## src/logic/dac_ctrl_pkg.sv

```systemverilog
/*
  Shared constants and types for the four-channel converter control block.
  Assumes a byte-wide peripheral bus whose requests are synchronous to core_clk.
*/
package dac_ctrl_pkg;

  // ---------------------------------------------------------------
  // Sizes
  // ---------------------------------------------------------------
  localparam int NUM_CH = 4;
  localparam int DATA_W = 8;
  localparam int ADDR_W = 3;
  localparam int EN_W = 4;

  // ---------------------------------------------------------------
  // Register indices on the peripheral bus
  // ---------------------------------------------------------------
  localparam logic [ADDR_W-1:0] IDX_ENABLE_CTRL = 3'h0;
  localparam logic [ADDR_W-1:0] IDX_CODE_BASE = 3'h1;

  // ---------------------------------------------------------------
  // Reset values and fixed levels
  // ---------------------------------------------------------------
  localparam logic [DATA_W-1:0] ENABLE_CTRL_RESET = 8'h00;
  localparam logic [DATA_W-1:0] CODE_RESET = 8'h00;
  localparam logic [DATA_W-1:0] ZERO_VOLT_CODE = 8'h00;
  localparam logic [DATA_W-1:0] RESERVED_READ = 8'h00;

  // ---------------------------------------------------------------
  // Types
  // ---------------------------------------------------------------
  typedef struct packed {
    logic wr;
    logic rd;
    logic [ADDR_W-1:0] addr;
    logic [DATA_W-1:0] wdata;
  } bus_req_t;

  typedef enum logic [1:0] {
    MODE_RUN = 2'b01,
    MODE_IDLE = 2'b10
  } power_mode_t;

endpackage : dac_ctrl_pkg

```

## src/logic/dac_channel_drive.sv

```systemverilog
/*
  One converter channel: registers the code presented to the analog stage and
  pulses the conversion start. Assumes the top decodes writes and supplies the
  new code in the same cycle as the write strobe.
*/
module dac_channel_drive #(
  parameter int DATA_W = 8
) (
  input wire logic core_clk, // Block clock.
  input wire logic rstn, // Asynchronous reset, active low.
  input wire logic enable, // Channel enable bit.
  input wire logic idle, // Chip is in Idle mode.
  input wire logic code_wr, // Code register written this cycle.
  input wire logic [DATA_W-1:0] code_next, // Code value after this cycle.
  output logic [DATA_W-1:0] drive_out, // Code presented to the converter.
  output logic conv_start // One-cycle conversion start.
);

  logic [DATA_W-1:0] drive_reg;
  logic [DATA_W-1:0] drive_next;
  logic start_reg;
  logic start_next;
  logic active;

  // ---------------------------------------------------------------
  // Output stage
  // ---------------------------------------------------------------
  always_comb begin
    active = enable && !idle;
    drive_next = active ? code_next : dac_ctrl_pkg::ZERO_VOLT_CODE;
    start_next = active && code_wr;
  end

  always_ff @(posedge core_clk or negedge rstn) begin
    if (!rstn) begin
      drive_reg <= dac_ctrl_pkg::ZERO_VOLT_CODE;
      start_reg <= 1'b0;
    end else begin
      drive_reg <= drive_next;
      start_reg <= start_next;
    end
  end

  assign drive_out = drive_reg;
  assign conv_start = start_reg;
endmodule : dac_channel_drive

```

## src/logic/quad_dac_channel_control.sv

```systemverilog
/*
  Control logic of a four-channel 8-bit converter: one enable control register,
  four code registers, Idle-mode shutdown and per-channel output codes.
  Assumes a synchronous byte-wide peripheral bus from the processor core and
  that rstn is asserted for both the power-up detect and the hardware master
  reset pin.
*/
// Notes on behaviour
// - Four independent channels, each an 8-bit unsigned code driving its own output.
// - Code register n drives output n only; writes never disturb other channels.
// - After any reset all channels are disabled and every output is at 0 V.
// - Enabled channel output equals code over 256 times the analog supply.
// - Enable bits 3 to 0 enable the channel of matching index.
// - A channel with its enable bit clear drives 0 V whatever its code.
// - In Idle mode every channel is off and drives 0 V, ignoring enables.
// - A code write on an enabled channel outside Idle mode starts a conversion to the new value.
// - Enable register returns to default on power-up and hardware master reset.
// - Enable register is byte-wide read/write, bits clear on reset, 7 to 4 reserved.
// - Code registers are byte-wide read/write and read back the last written value.
// - Each channel enable bit changes independently of the other channels.
// - Idle shutdown leaves enable and code registers unchanged.
module quad_dac_channel_control #(
  parameter int NUM_CH = dac_ctrl_pkg::NUM_CH,
  parameter int DATA_W = dac_ctrl_pkg::DATA_W
) (
  input wire logic core_clk, // Block clock, 20 MHz.
  input wire logic rstn, // Asynchronous reset, active low.
  input wire dac_ctrl_pkg::bus_req_t bus_req, // Peripheral bus request.
  input wire logic idle_mode, // Chip Idle mode level.
  output logic [DATA_W-1:0] rd_data, // Read data, valid with rd_valid.
  output logic rd_valid, // One-cycle read answer.
  output logic [NUM_CH-1:0][DATA_W-1:0] dac_out, // Codes to the analog outputs.
  output logic [NUM_CH-1:0] conv_start // Per-channel conversion start.
);

  logic [dac_ctrl_pkg::EN_W-1:0] enable_reg;
  logic [dac_ctrl_pkg::EN_W-1:0] enable_next;
  logic [NUM_CH-1:0][DATA_W-1:0] code_reg;
  logic [NUM_CH-1:0][DATA_W-1:0] code_next;
  logic [NUM_CH-1:0] code_wr;
  dac_ctrl_pkg::power_mode_t mode_reg;
  dac_ctrl_pkg::power_mode_t mode_next;
  logic [DATA_W-1:0] rd_data_reg;
  logic [DATA_W-1:0] rd_data_next;
  logic rd_valid_reg;
  logic rd_valid_next;
  logic enable_sel;

  // ---------------------------------------------------------------
  // Enable control register
  // ---------------------------------------------------------------
  always_comb begin
    enable_sel = bus_req.addr == dac_ctrl_pkg::IDX_ENABLE_CTRL;
    enable_next = enable_reg;
    if (bus_req.wr && enable_sel) begin
      enable_next = bus_req.wdata[dac_ctrl_pkg::EN_W-1:0];
    end
  end

  always_ff @(posedge core_clk or negedge rstn) begin
    if (!rstn) begin
      enable_reg <= dac_ctrl_pkg::ENABLE_CTRL_RESET[dac_ctrl_pkg::EN_W-1:0];
    end else begin
      enable_reg <= enable_next;
    end
  end

  // ---------------------------------------------------------------
  // Power mode tracking
  // ---------------------------------------------------------------
  // Idle only gates the outputs; the registers keep their contents so that
  // software finds the same setup on wake-up.
  always_comb begin
    case (mode_reg)
      dac_ctrl_pkg::MODE_RUN: mode_next = idle_mode ? dac_ctrl_pkg::MODE_IDLE : dac_ctrl_pkg::MODE_RUN;
      dac_ctrl_pkg::MODE_IDLE: mode_next = idle_mode ? dac_ctrl_pkg::MODE_IDLE : dac_ctrl_pkg::MODE_RUN;
      default: mode_next = dac_ctrl_pkg::MODE_IDLE;
    endcase
  end

  always_ff @(posedge core_clk or negedge rstn) begin
    if (!rstn) begin
      mode_reg <= dac_ctrl_pkg::MODE_RUN;
    end else begin
      mode_reg <= mode_next;
    end
  end

  // ---------------------------------------------------------------
  // Code registers and channel drives
  // ---------------------------------------------------------------
  // four channels
  for (genvar ch = 0; ch < NUM_CH; ch++) begin : g_ch
    always_comb begin
      code_wr[ch] = bus_req.wr && (bus_req.addr == code_idx(ch));
      code_next[ch] = code_wr[ch] ? bus_req.wdata : code_reg[ch];
    end

    always_ff @(posedge core_clk or negedge rstn) begin
      if (!rstn) begin
        code_reg[ch] <= dac_ctrl_pkg::CODE_RESET;
      end else begin
        code_reg[ch] <= code_next[ch];
      end
    end

    dac_channel_drive #(
      .DATA_W(DATA_W)
    ) u_drive (
      .core_clk(core_clk),
      .rstn(rstn),
      .enable(enable_reg[ch]),
      .idle(mode_reg == dac_ctrl_pkg::MODE_IDLE),
      .code_wr(code_wr[ch]),
      .code_next(code_next[ch]),
      .drive_out(dac_out[ch]),
      .conv_start(conv_start[ch])
    );
  end

  // Maps a channel number to its code register index, cut to the bus index width on purpose.
  function automatic logic [dac_ctrl_pkg::ADDR_W-1:0] code_idx(input int ch);
    int sum;
    sum = int'(dac_ctrl_pkg::IDX_CODE_BASE) + ch;
    code_idx = sum[dac_ctrl_pkg::ADDR_W-1:0];
  endfunction : code_idx

  // ---------------------------------------------------------------
  // Read path
  // ---------------------------------------------------------------
  // Unmapped indices read as zero so a stray read never returns stale data.
  always_comb begin
    rd_valid_next = bus_req.rd;
    rd_data_next = dac_ctrl_pkg::RESERVED_READ;
    if (bus_req.rd) begin
      if (enable_sel) begin
        rd_data_next = {dac_ctrl_pkg::RESERVED_READ[DATA_W-1:dac_ctrl_pkg::EN_W], enable_reg};
      end
      for (int k = 0; k < NUM_CH; k++) begin
        if (bus_req.addr == code_idx(k)) begin
          rd_data_next = code_reg[k];
        end
      end
    end
  end

  always_ff @(posedge core_clk or negedge rstn) begin
    if (!rstn) begin
      rd_data_reg <= dac_ctrl_pkg::RESERVED_READ;
      rd_valid_reg <= 1'b0;
    end else begin
      rd_data_reg <= rd_data_next;
      rd_valid_reg <= rd_valid_next;
    end
  end

  assign rd_data = rd_data_reg;
  assign rd_valid = rd_valid_reg;

  // Low only up to the first edge after reset, where the cleared state is checked.
  logic after_rst_reg;
  always_ff @(posedge core_clk or negedge rstn) begin
    if (!rstn) begin
      after_rst_reg <= 1'b0;
    end else begin
      after_rst_reg <= 1'b1;
    end
  end
endmodule : quad_dac_channel_control

```

## config.mk

```make
export PLATFORM = sky130hd
export DESIGN_NAME = quad_dac_channel_control
export DESIGN_NICKNAME = d
export VERILOG_FILES = /design/src/logic/dac_ctrl_pkg.sv /design/src/logic/dac_channel_drive.sv /design/src/logic/quad_dac_channel_control.sv
export SDC_FILE = /design/constraint.sdc
export NUM_CORES = 1
export LEC_CHECK = 0
export BUFFER_PORTS_ARGS = -buffer_cell sky130_fd_sc_hd__buf_2
export CORE_MARGIN = 4
export CORE_UTILIZATION = 40
export DETAILED_ROUTE_END_ITERATION = 7
export GPL_TIMING_DRIVEN = 0
export SETUP_SLACK_MARGIN = 0.1
export SLEW_MARGIN = 10
export SYNTH_ARGS = -nofsm -noshare
export SYNTH_HDL_FRONTEND = slang
export SYNTH_SLANG_ARGS = --single-unit
export TNS_END_PERCENT = 1
```

## constraint.sdc

```tcl
create_clock -name core_clk -period 1.25 [get_ports core_clk]
set_input_delay 0.0625 -clock core_clk [delete_from_list [all_inputs] [get_ports core_clk]]
set_output_delay 0.0625 -clock core_clk [all_outputs]
set_load 0.02 [all_outputs]
```

; Word-level counts from Yosys, hierarchy flattened
; Index checks and enable logic that the tools add are counted.
[totals]
ff_bits = 83
input_bits = 16
output_inout_bits = 45
elab_cells = 54
[classes]
n_eq_ne = 6
n_mux = 16
reduce_logical = 16
[ops]
columns = cell, count
row1 = $mux 8, 13
row2 = $logic_and 1x1->1, 13
row3 = $eq 3x2->1 const B, 2
row4 = $mux 2, 2
row5 = $mux 4, 1
row6 = $eq 3x1->1 const B, 1
row7 = $eq 3x3->1 const B, 1
row8 = $logic_not 3->1, 1
row9 = $eq 2x1->1 const B, 1
row10 = $eq 2x2->1 const B, 1
row11 = $reduce_or 2->1, 1
row12 = $logic_not 1->1, 1

; Logic depth before layout (Yosys ltp)
; Gate-level depths: netlist (run 1).
[depth]
ltp_word = 7
ltp_mapped = 5
depth_no_buf = 4

; Cells and area by module
; A second synthesis (run 1) with hierarchy kept.
[unflattened]
cells_unflattened = 215
area_unflattened_um2 = 3225.6
[modules_own_cells]
columns = module, n_inst, cells_per_inst, area_per_inst_um2, seq_area_each_um2
row1 = quad_dac_channel_control, 1, 143, 2009.4, 1177.4
row2 = dac_channel_drive, 4, 18, 304.0, 225.2

; Least setup slack after synthesis (run 1)
; No wires, ideal clock.
[synth_path]
kind = input -> register
start = in bus_req[9] in the netlist's numbering
end = reg g_ch[0].u_drive.drive_reg[0]
setup_ns = 0.129
t_arrival_ns = 1.120
required_time_ns = 1.121
slack_ns = 0.001
stages = 5
n_path_buf = 2
path_cell_list = buf_4 -> nor4bb_1 -> buf_4 -> mux2_1 -> nor2b_1
[synth_rtl]
columns = item, line_no
row1 = start: declaration, quad_dac_channel_control.sv:28  ; input wire dac_ctrl_pkg::bus_req_t bus_req,
row2 = end signal: assignment, dac_channel_drive.sv:36  ; drive_reg <= dac_ctrl_pkg::ZERO_VOLT_CODE;
row3 = end signal: assignment, dac_channel_drive.sv:39  ; drive_reg <= drive_next;
row4 = end: declaration, dac_channel_drive.sv:19  ; logic [DATA_W-1:0] drive_reg;

; Final worst setup path (run 1)
[layout_path]
start = reg mode_reg[0]
end = reg g_ch[1].u_drive.drive_reg[5]
[layout_between]
elab_chain_len = 4
[layout_rtl]
columns = item, line_no
row1 = start: declaration, quad_dac_channel_control.sv:41  ; dac_ctrl_pkg::power_mode_t mode_reg;
row2 = start signal: assignment, quad_dac_channel_control.sv:83  ; mode_reg <= dac_ctrl_pkg::MODE_RUN;
row3 = start signal: assignment, quad_dac_channel_control.sv:85  ; mode_reg <= mode_next;
row4 = $eq 2x2->1, quad_dac_channel_control.sv:113  ; .idle(mode_reg == dac_ctrl_pkg::MODE_IDLE),
row5 = $logic_not 1->1, dac_channel_drive.sv:29  ; active = enable && !idle;
row6 = $logic_and 1x1->1, dac_channel_drive.sv:29
row7 = $mux 8, dac_channel_drive.sv:30  ; drive_next = active ? code_next : dac_ctrl_pkg::ZERO_VOLT_CODE;
row8 = named net g_ch[1].u_drive.drive_next[5], dac_channel_drive.sv:20  ; logic [DATA_W-1:0] drive_next;
row9 = end signal: assignment, dac_channel_drive.sv:36
row10 = end signal: assignment, dac_channel_drive.sv:39
row11 = end: declaration, dac_channel_drive.sv:19
; The timed path passes the listed nets, and every way through them passes these cells.
; A chain may end at the register's enable or synchronous reset.

==> results.yml, run 1 <==
outcome:
  status: "finished clean"
detailed_routing:
  antenna_left: 0
  via_per_inst: 4.85
  drt_wl_total_um: 6860
  drc_errors: 0
  vias: 2018
  avgRoutedWirePerCell_um: 16.5
  first_pass_iters: 4
  drt_iter0_drc: 62
synthesis:
  synth_nets: 246
  synth_area_mm2: 0.00322
  synthTopCellsByCount: "82 x dfrtp_1, 33 x nor2b_1, 31 x mux2_1"
  ys_warn_count: 0
  netlist_top_cells_area: "dfrtp_1 64%, mux2_1 11%, nor2b_1 6.4%"
  ys_ff_latch: 83
  ys_types: 28
  synth.top_cell.area_share_pct: 63.8
  postSynthCellCount: 229
  syn_avg_cell_area_um2: 14.1
  synth_top_cell_by_area: "dfrtp_1"
  synth_edf_count: 0
  yosys_most_used_dff: "dfrtp_1"
  synth.yosys.seq_area_share_pct: 64.6
  async_flop_share_pct: 100
  synth_most_common_cell: "dfrtp_1"
grt:
  first_global_vias: 2195
  antenna_found_initial: 0
  grt-ovfl-total: 0
  grt.total_usage_pct: 16.0
  grt_pass1_wl_um: 11700
  grt_max_degree: 44
critical_path:
  r2r_slack_ns: 0.07
  arrival_ns: 1.46
  crit_fanout: 7
  rr_startpoint: "mode_reg[0]"
  crit_start: "mode_reg[0]"
  required_ns: 1.53
  start_kind: "flip-flop"
  path_class: "reg2reg"
  cp-end-kind: "flip-flop"
finish:
  syn2layout_area_growth_pct: 26.0
  final_area_mm2: 0.00406
  drive_above_1_share_pct: 39.2
  layout.nets: 326
  diodes: 0
  nFillCells: 714
sta:
  fin_crit_ns: 1.18
  fin_hold_ws_ns: 0.0199
  fin_skew_ns: 0.00850
  slew_viol_final: 0
  finalCritPeriodShare_pct: 94.4
  max_slew_margin_pct: 61.8
  fmax_mhz: 848
  grt_setup_unrepaired: "true"
  setup_viol: 0
  max_slew.worst_pin.slew_ns: 0.572
  setup_tns_ns: 0
  final_hold_viol_count: 0
worst_hold_path:
  hp-class: "in2reg"
  min_from: "bus_req[1]"
power:
  max-vdd-ir-drop_uv: 839
  leakagePower_uw: 0.00203
  total_power_uw: 7290
  powerDensity_mw_per_mm2: 1800
placement:
  io_buffers: 60
  dp_hpwl_um: 4520
  place_congestion: 0.862
  placed_area_mm2: 0.00371
floorplan:
  initial_core_util_pct: 41.4
  rows: 32
  dieHeight_um: 97.7
  ioPinCount: 61
  die_area_mm2: 0.00954
  fp.coreArea_mm2: 0.00777
  die_width_um: 97.7
cts:
  clockRootBuffer: "clkbuf_8"
  h-tree-depth: 3
  clock_latency_ns: 0.35
  cts_buffers: 9
  post-cts-setup-buffers: 0
  cts_num_sinks: 83
  cts_tree: "built"
  clockBufferDepth: 2
  clk_pin_slew_ns: 0.08
flow_run:
  maxCapViolCount: 0
## critical path: stages, from the launching register on
cell,delay (ns)
dfstp_2,0.52
inv_1,0.06
ha_4,0.20
nand2b_4,0.19
nor2b_1,0.15
## path summary, 6_finish.rpt
check                                               end  cells after the start
max                        g_ch[1].u_drive.drive_out[5]                      4
min                                       enable_reg[1]                      2
max reg2reg                g_ch[1].u_drive.drive_out[5]                      4
min reg2reg                                code_reg[30]                      1
max in group asynchronous                   mode_reg[0]                      3
min in group asynchronous  g_ch[0].u_drive.drive_out[4]                      2
## metrics by stage
step / cells / utilization [%] / setup WS (ns)
final: 416 / 52.2 / 0.0706
after global routing: 416 / 52.2 / 0.0308
after CTS: 416 / 52.2 / 0.0784
after detailed placement: 392 / 47.8 / -0.259
after global placement: 391 / 47.5 / -0.515
after floorplan: 229 / - / 0.0470
## power by group
part,switching (µW),internal [µW]
combinational,1060,872
sequential,238,3220
clock,928,968
total,2220,5060
## kinds of logic after synthesis
logic type | synth area share (%)
flops | 64.6
fa+ha+maj | 0.389
simple gates | 12.2
compound gates | 4.35
buf+inv | 3.27
mux | 15.2
## routing by layer
metal	share of wire [%]	GRT usage [%]
met4	1.8	5.96
met5	0	0
met1	45	21.2
met2	48	24.9
met3	5.3	4.45
## repair_timing
item,4_1_cts,5_1_grt
hold endpoints to repair,50,0
endpoints found under the setup margin,38,35
gates cloned,3,0
resized for setup,16,1
hold buffers,5,0
## layout make-up
| cell class | count | area [µm²] | share of cell area, % |
|---|---|---|---|
| multi-input cells | 132 | 1170 | 28.8 |
| well taps | 102 | 128 | 3.15 |
| repair buffers | 66 | 373 | 9.19 |
| inverters | 5 | 18.8 | 0.463 |
| clock inverters | 5 | 52.6 | 1.30 |
| clock buffers | 11 | 141 | 3.49 |
| plain buffers | 12 | 96.3 | 2.38 |
| flip-flops and latches | 83 | 2080 | 51.2 |
## placed cells by master, fill, tap and decap left out, types with 2 or more instances in the layout
cell | Yosys | layout
nor4bb_1 | 2 | 2
mux2i_1 | 4 | 4
nor2_1 | 4 | 4
nand2_1 | 12 | 12
nor2b_2 | 0 | 2
inv_2 | 2 | 2
dlygate4sd3_1 | 0 | 5
nor2b_1 | 33 | 31
o211a_1 | 4 | 4
clkinv_2 | 0 | 3
mux2_4 | 0 | 8
dfrtp_1 | 82 | 82
buf_4 | 8 | 9
mux2_2 | 9 | 9
o221ai_1 | 4 | 4
clkbuf_8 | 0 | 10
o21ai_1 | 4 | 4
buf_2 | 3 | 61
inv_1 | 3 | 3
o21ai_0 | 4 | 4
a31oi_1 | 4 | 4
nand2b_4 | 0 | 7
mux2_1 | 31 | 23
(Power assumes the default switching activity.)
==> run 2, diff against run 1 <==
--- a/config.mk
+++ b/config.mk
@@ -14,5 +14,6 @@
 export SLEW_MARGIN = 10
 export SYNTH_ARGS = -nofsm -noshare
 export SYNTH_HDL_FRONTEND = slang
+export SYNTH_HIERARCHICAL = 1
 export SYNTH_SLANG_ARGS = --single-unit
 export TNS_END_PERCENT = 1
==> results.yml, run 2 <==
floorplan:
  initial_core_util_pct: 41.5
  dieHeight_um: 97.8
  die_area_mm2: 0.00956
  rows: 32
  fp.coreArea_mm2: 0.00777
  ioPinCount: 61
  die_width_um: 97.8
critical_path:
  cp-end-kind: "flip-flop"
  arrival_ns: 1.49
  reg2reg_depth: 4
  start_kind: "flip-flop"
  path_class: "reg2reg"
  crit_fanout: 18
  required_ns: 1.53
cts:
  cts_tree: "built"
  cts_num_sinks: 83
  clock_latency_ns: 0.35
  clockRootBuffer: "clkbuf_8"
  clockBufferDepth: 2
  clk_pin_slew_ns: 0.08
  h-tree-depth: 3
  cts_buffers: 9
detailed_routing:
  drt_wl_total_um: 6920
  antenna_left: 0
  first_pass_iters: 4
  drc_errors: 0
  vias: 1999
  avgRoutedWirePerCell_um: 17.3
  via_per_inst: 4.99
  drt_iter0_drc: 46
grt:
  grt-ovfl-total: 0
  grt.total_usage_pct: 15.1
  antenna_found_initial: 0
  grt_pass1_wl_um: 11100
  first_global_vias: 2097
  grt_max_degree: 49
sta:
  finalCritPeriodShare_pct: 96.4
  fmax_mhz: 830
  setup_tns_ns: 0
  grt_setup_unrepaired: "true"
  final_hold_viol_count: 0
  fin_skew_ns: 0.00870
  max_slew_margin_pct: 69.6
  fin_crit_ns: 1.21
  slew_viol_final: 0
  max_slew.worst_pin.slew_ns: 0.456
  fin_hold_ws_ns: 0.0208
  setup_slack_ns: 0.0445
  setup_viol: 0
synthesis:
  syn_avg_cell_area_um2: 15.0
  synth_top_cell_by_area: "dfrtp_1"
  postSynthCellCount: 215
  synth_nets: 232
  netlist_top_cells_area: "dfrtp_1 64%, mux2_2 11%, and3b_1 9.8%"
  synthTopCellsByCount: "82 x dfrtp_1, 36 x and3b_1, 32 x mux2_2"
  yosys_most_used_dff: "dfrtp_1"
  synth_area_mm2: 0.00323
  synth_most_common_cell: "dfrtp_1"
  ys_warn_count: 6
  synth_edf_count: 0
  synth.top_cell.area_share_pct: 63.6
  ys_ff_latch: 83
  async_flop_share_pct: 100
  ys_types: 25
  synth.yosys.seq_area_share_pct: 64.4
finish:
  final_common_cell: "dfrtp_1"
  final_cell_mix: "82 x dfrtp_1, 60 x buf_2, 36 x and3b_1, 32 x mux2_2, 11 x clkbuf_8"
  final_area_mm2: 0.00403
  layout.nets: 311
  syn2layout_area_growth_pct: 25.0
  diodes: 0
  finalNonFillerCells: 401
  drive_above_1_share_pct: 42.1
  nFillCells: 694
worst_hold_path:
  hp-class: "in2reg"
  min_delay_path_depth: 2
power:
  leakagePower_uw: 0.00210
  max-vdd-ir-drop_uv: 972
  powerDensity_mw_per_mm2: 1890
placement:
  io_buffers: 60
  place_congestion: 0.793
  dp_hpwl_um: 4600
  placed_cells: 378
  placed_area_mm2: 0.00369
  place_ws_ns: -0.309
outcome:
  status: "finished clean"
flow_run:
  maxCapViolCount: 0
## run 2: cell families after synthesis
| logic type | count (synthesis) | share of synthesized area (%) |
|---|---|---|
| simple gates | 60 | 14.7 |
| flops | 83 | 64.4 |
| buf+inv | 7 | 1.20 |
| fa+ha+maj | 1 | 0.388 |
| mux | 44 | 15.2 |
| compound gates | 20 | 4.03 |
## run 2: layout make-up
class	count	area (µm²)	share of cell area [%]
buffer	4	27.5	0.683
clock buffer	11	151	3.76
clock inverter	5	75.1	1.86
inverter	3	11.3	0.279
multi-input combinational	125	1130	28.0
sequential	83	2080	51.6
tap	102	128	3.17
timing repair buffer	68	432	10.7
## run 2: path summary, 6_finish.rpt
kind / start / end / slack [ns]
max: mode_reg[0] / g_ch[2].u_drive/drive_out[7] / 0.04
min: bus_req[7] / code_reg[7] / 0.02
max reg2reg: mode_reg[0] / g_ch[2].u_drive/drive_out[7] / 0.04
min reg2reg: code_reg[6] / code_reg[6] / 0.51
max in group asynchronous: rstn / mode_reg[0] / 0.40
min in group asynchronous: rstn / code_reg[12] / 0.21
## run 2: repair_timing
action | 4_1_cts | 5_1_grt
gates cloned | 0 | 0
hold buffers | 3 | 0
setup buffers | 1 | 3
pin swaps | 2 | 0
resized for setup | 1 | 3
setup endpoints to repair | 36 | 37
hold endpoints to repair | 38 | 0
## run 2: where the power goes
group / switching (µW) / internal [µW]
sequential: 276 / 3230
clock: 890 / 1220
combinational: 1040 / 968
total: 2210 / 5420
## run 2: per-stage QoR
stage / util [%] / total power (µW)
finish: 51.9 / 7630
global route: 51.9 / 8060
CTS: 51.2 / 7480
detailed placement: 47.6 / 5300
global placement: 47.2 / 5250
floorplan: - / 4630
## run 2: critical path: stages, from the launching register on
cell,delay [ns]
dfstp_2,0.52
inv_1,0.06
ha_4,0.19
buf_12,0.15
and3b_1,0.21
## run 2: routing by layer
layer / vias up / GRT usage (%) / wire length [µm]
met4: 0 / 5.01 / 110
met5: - / 0 / 0
met1: 992 / 19.5 / 2990
li1: 939 / - / -
met3: 8 / 5.29 / 389
met2: 60 / 23.8 / 3430
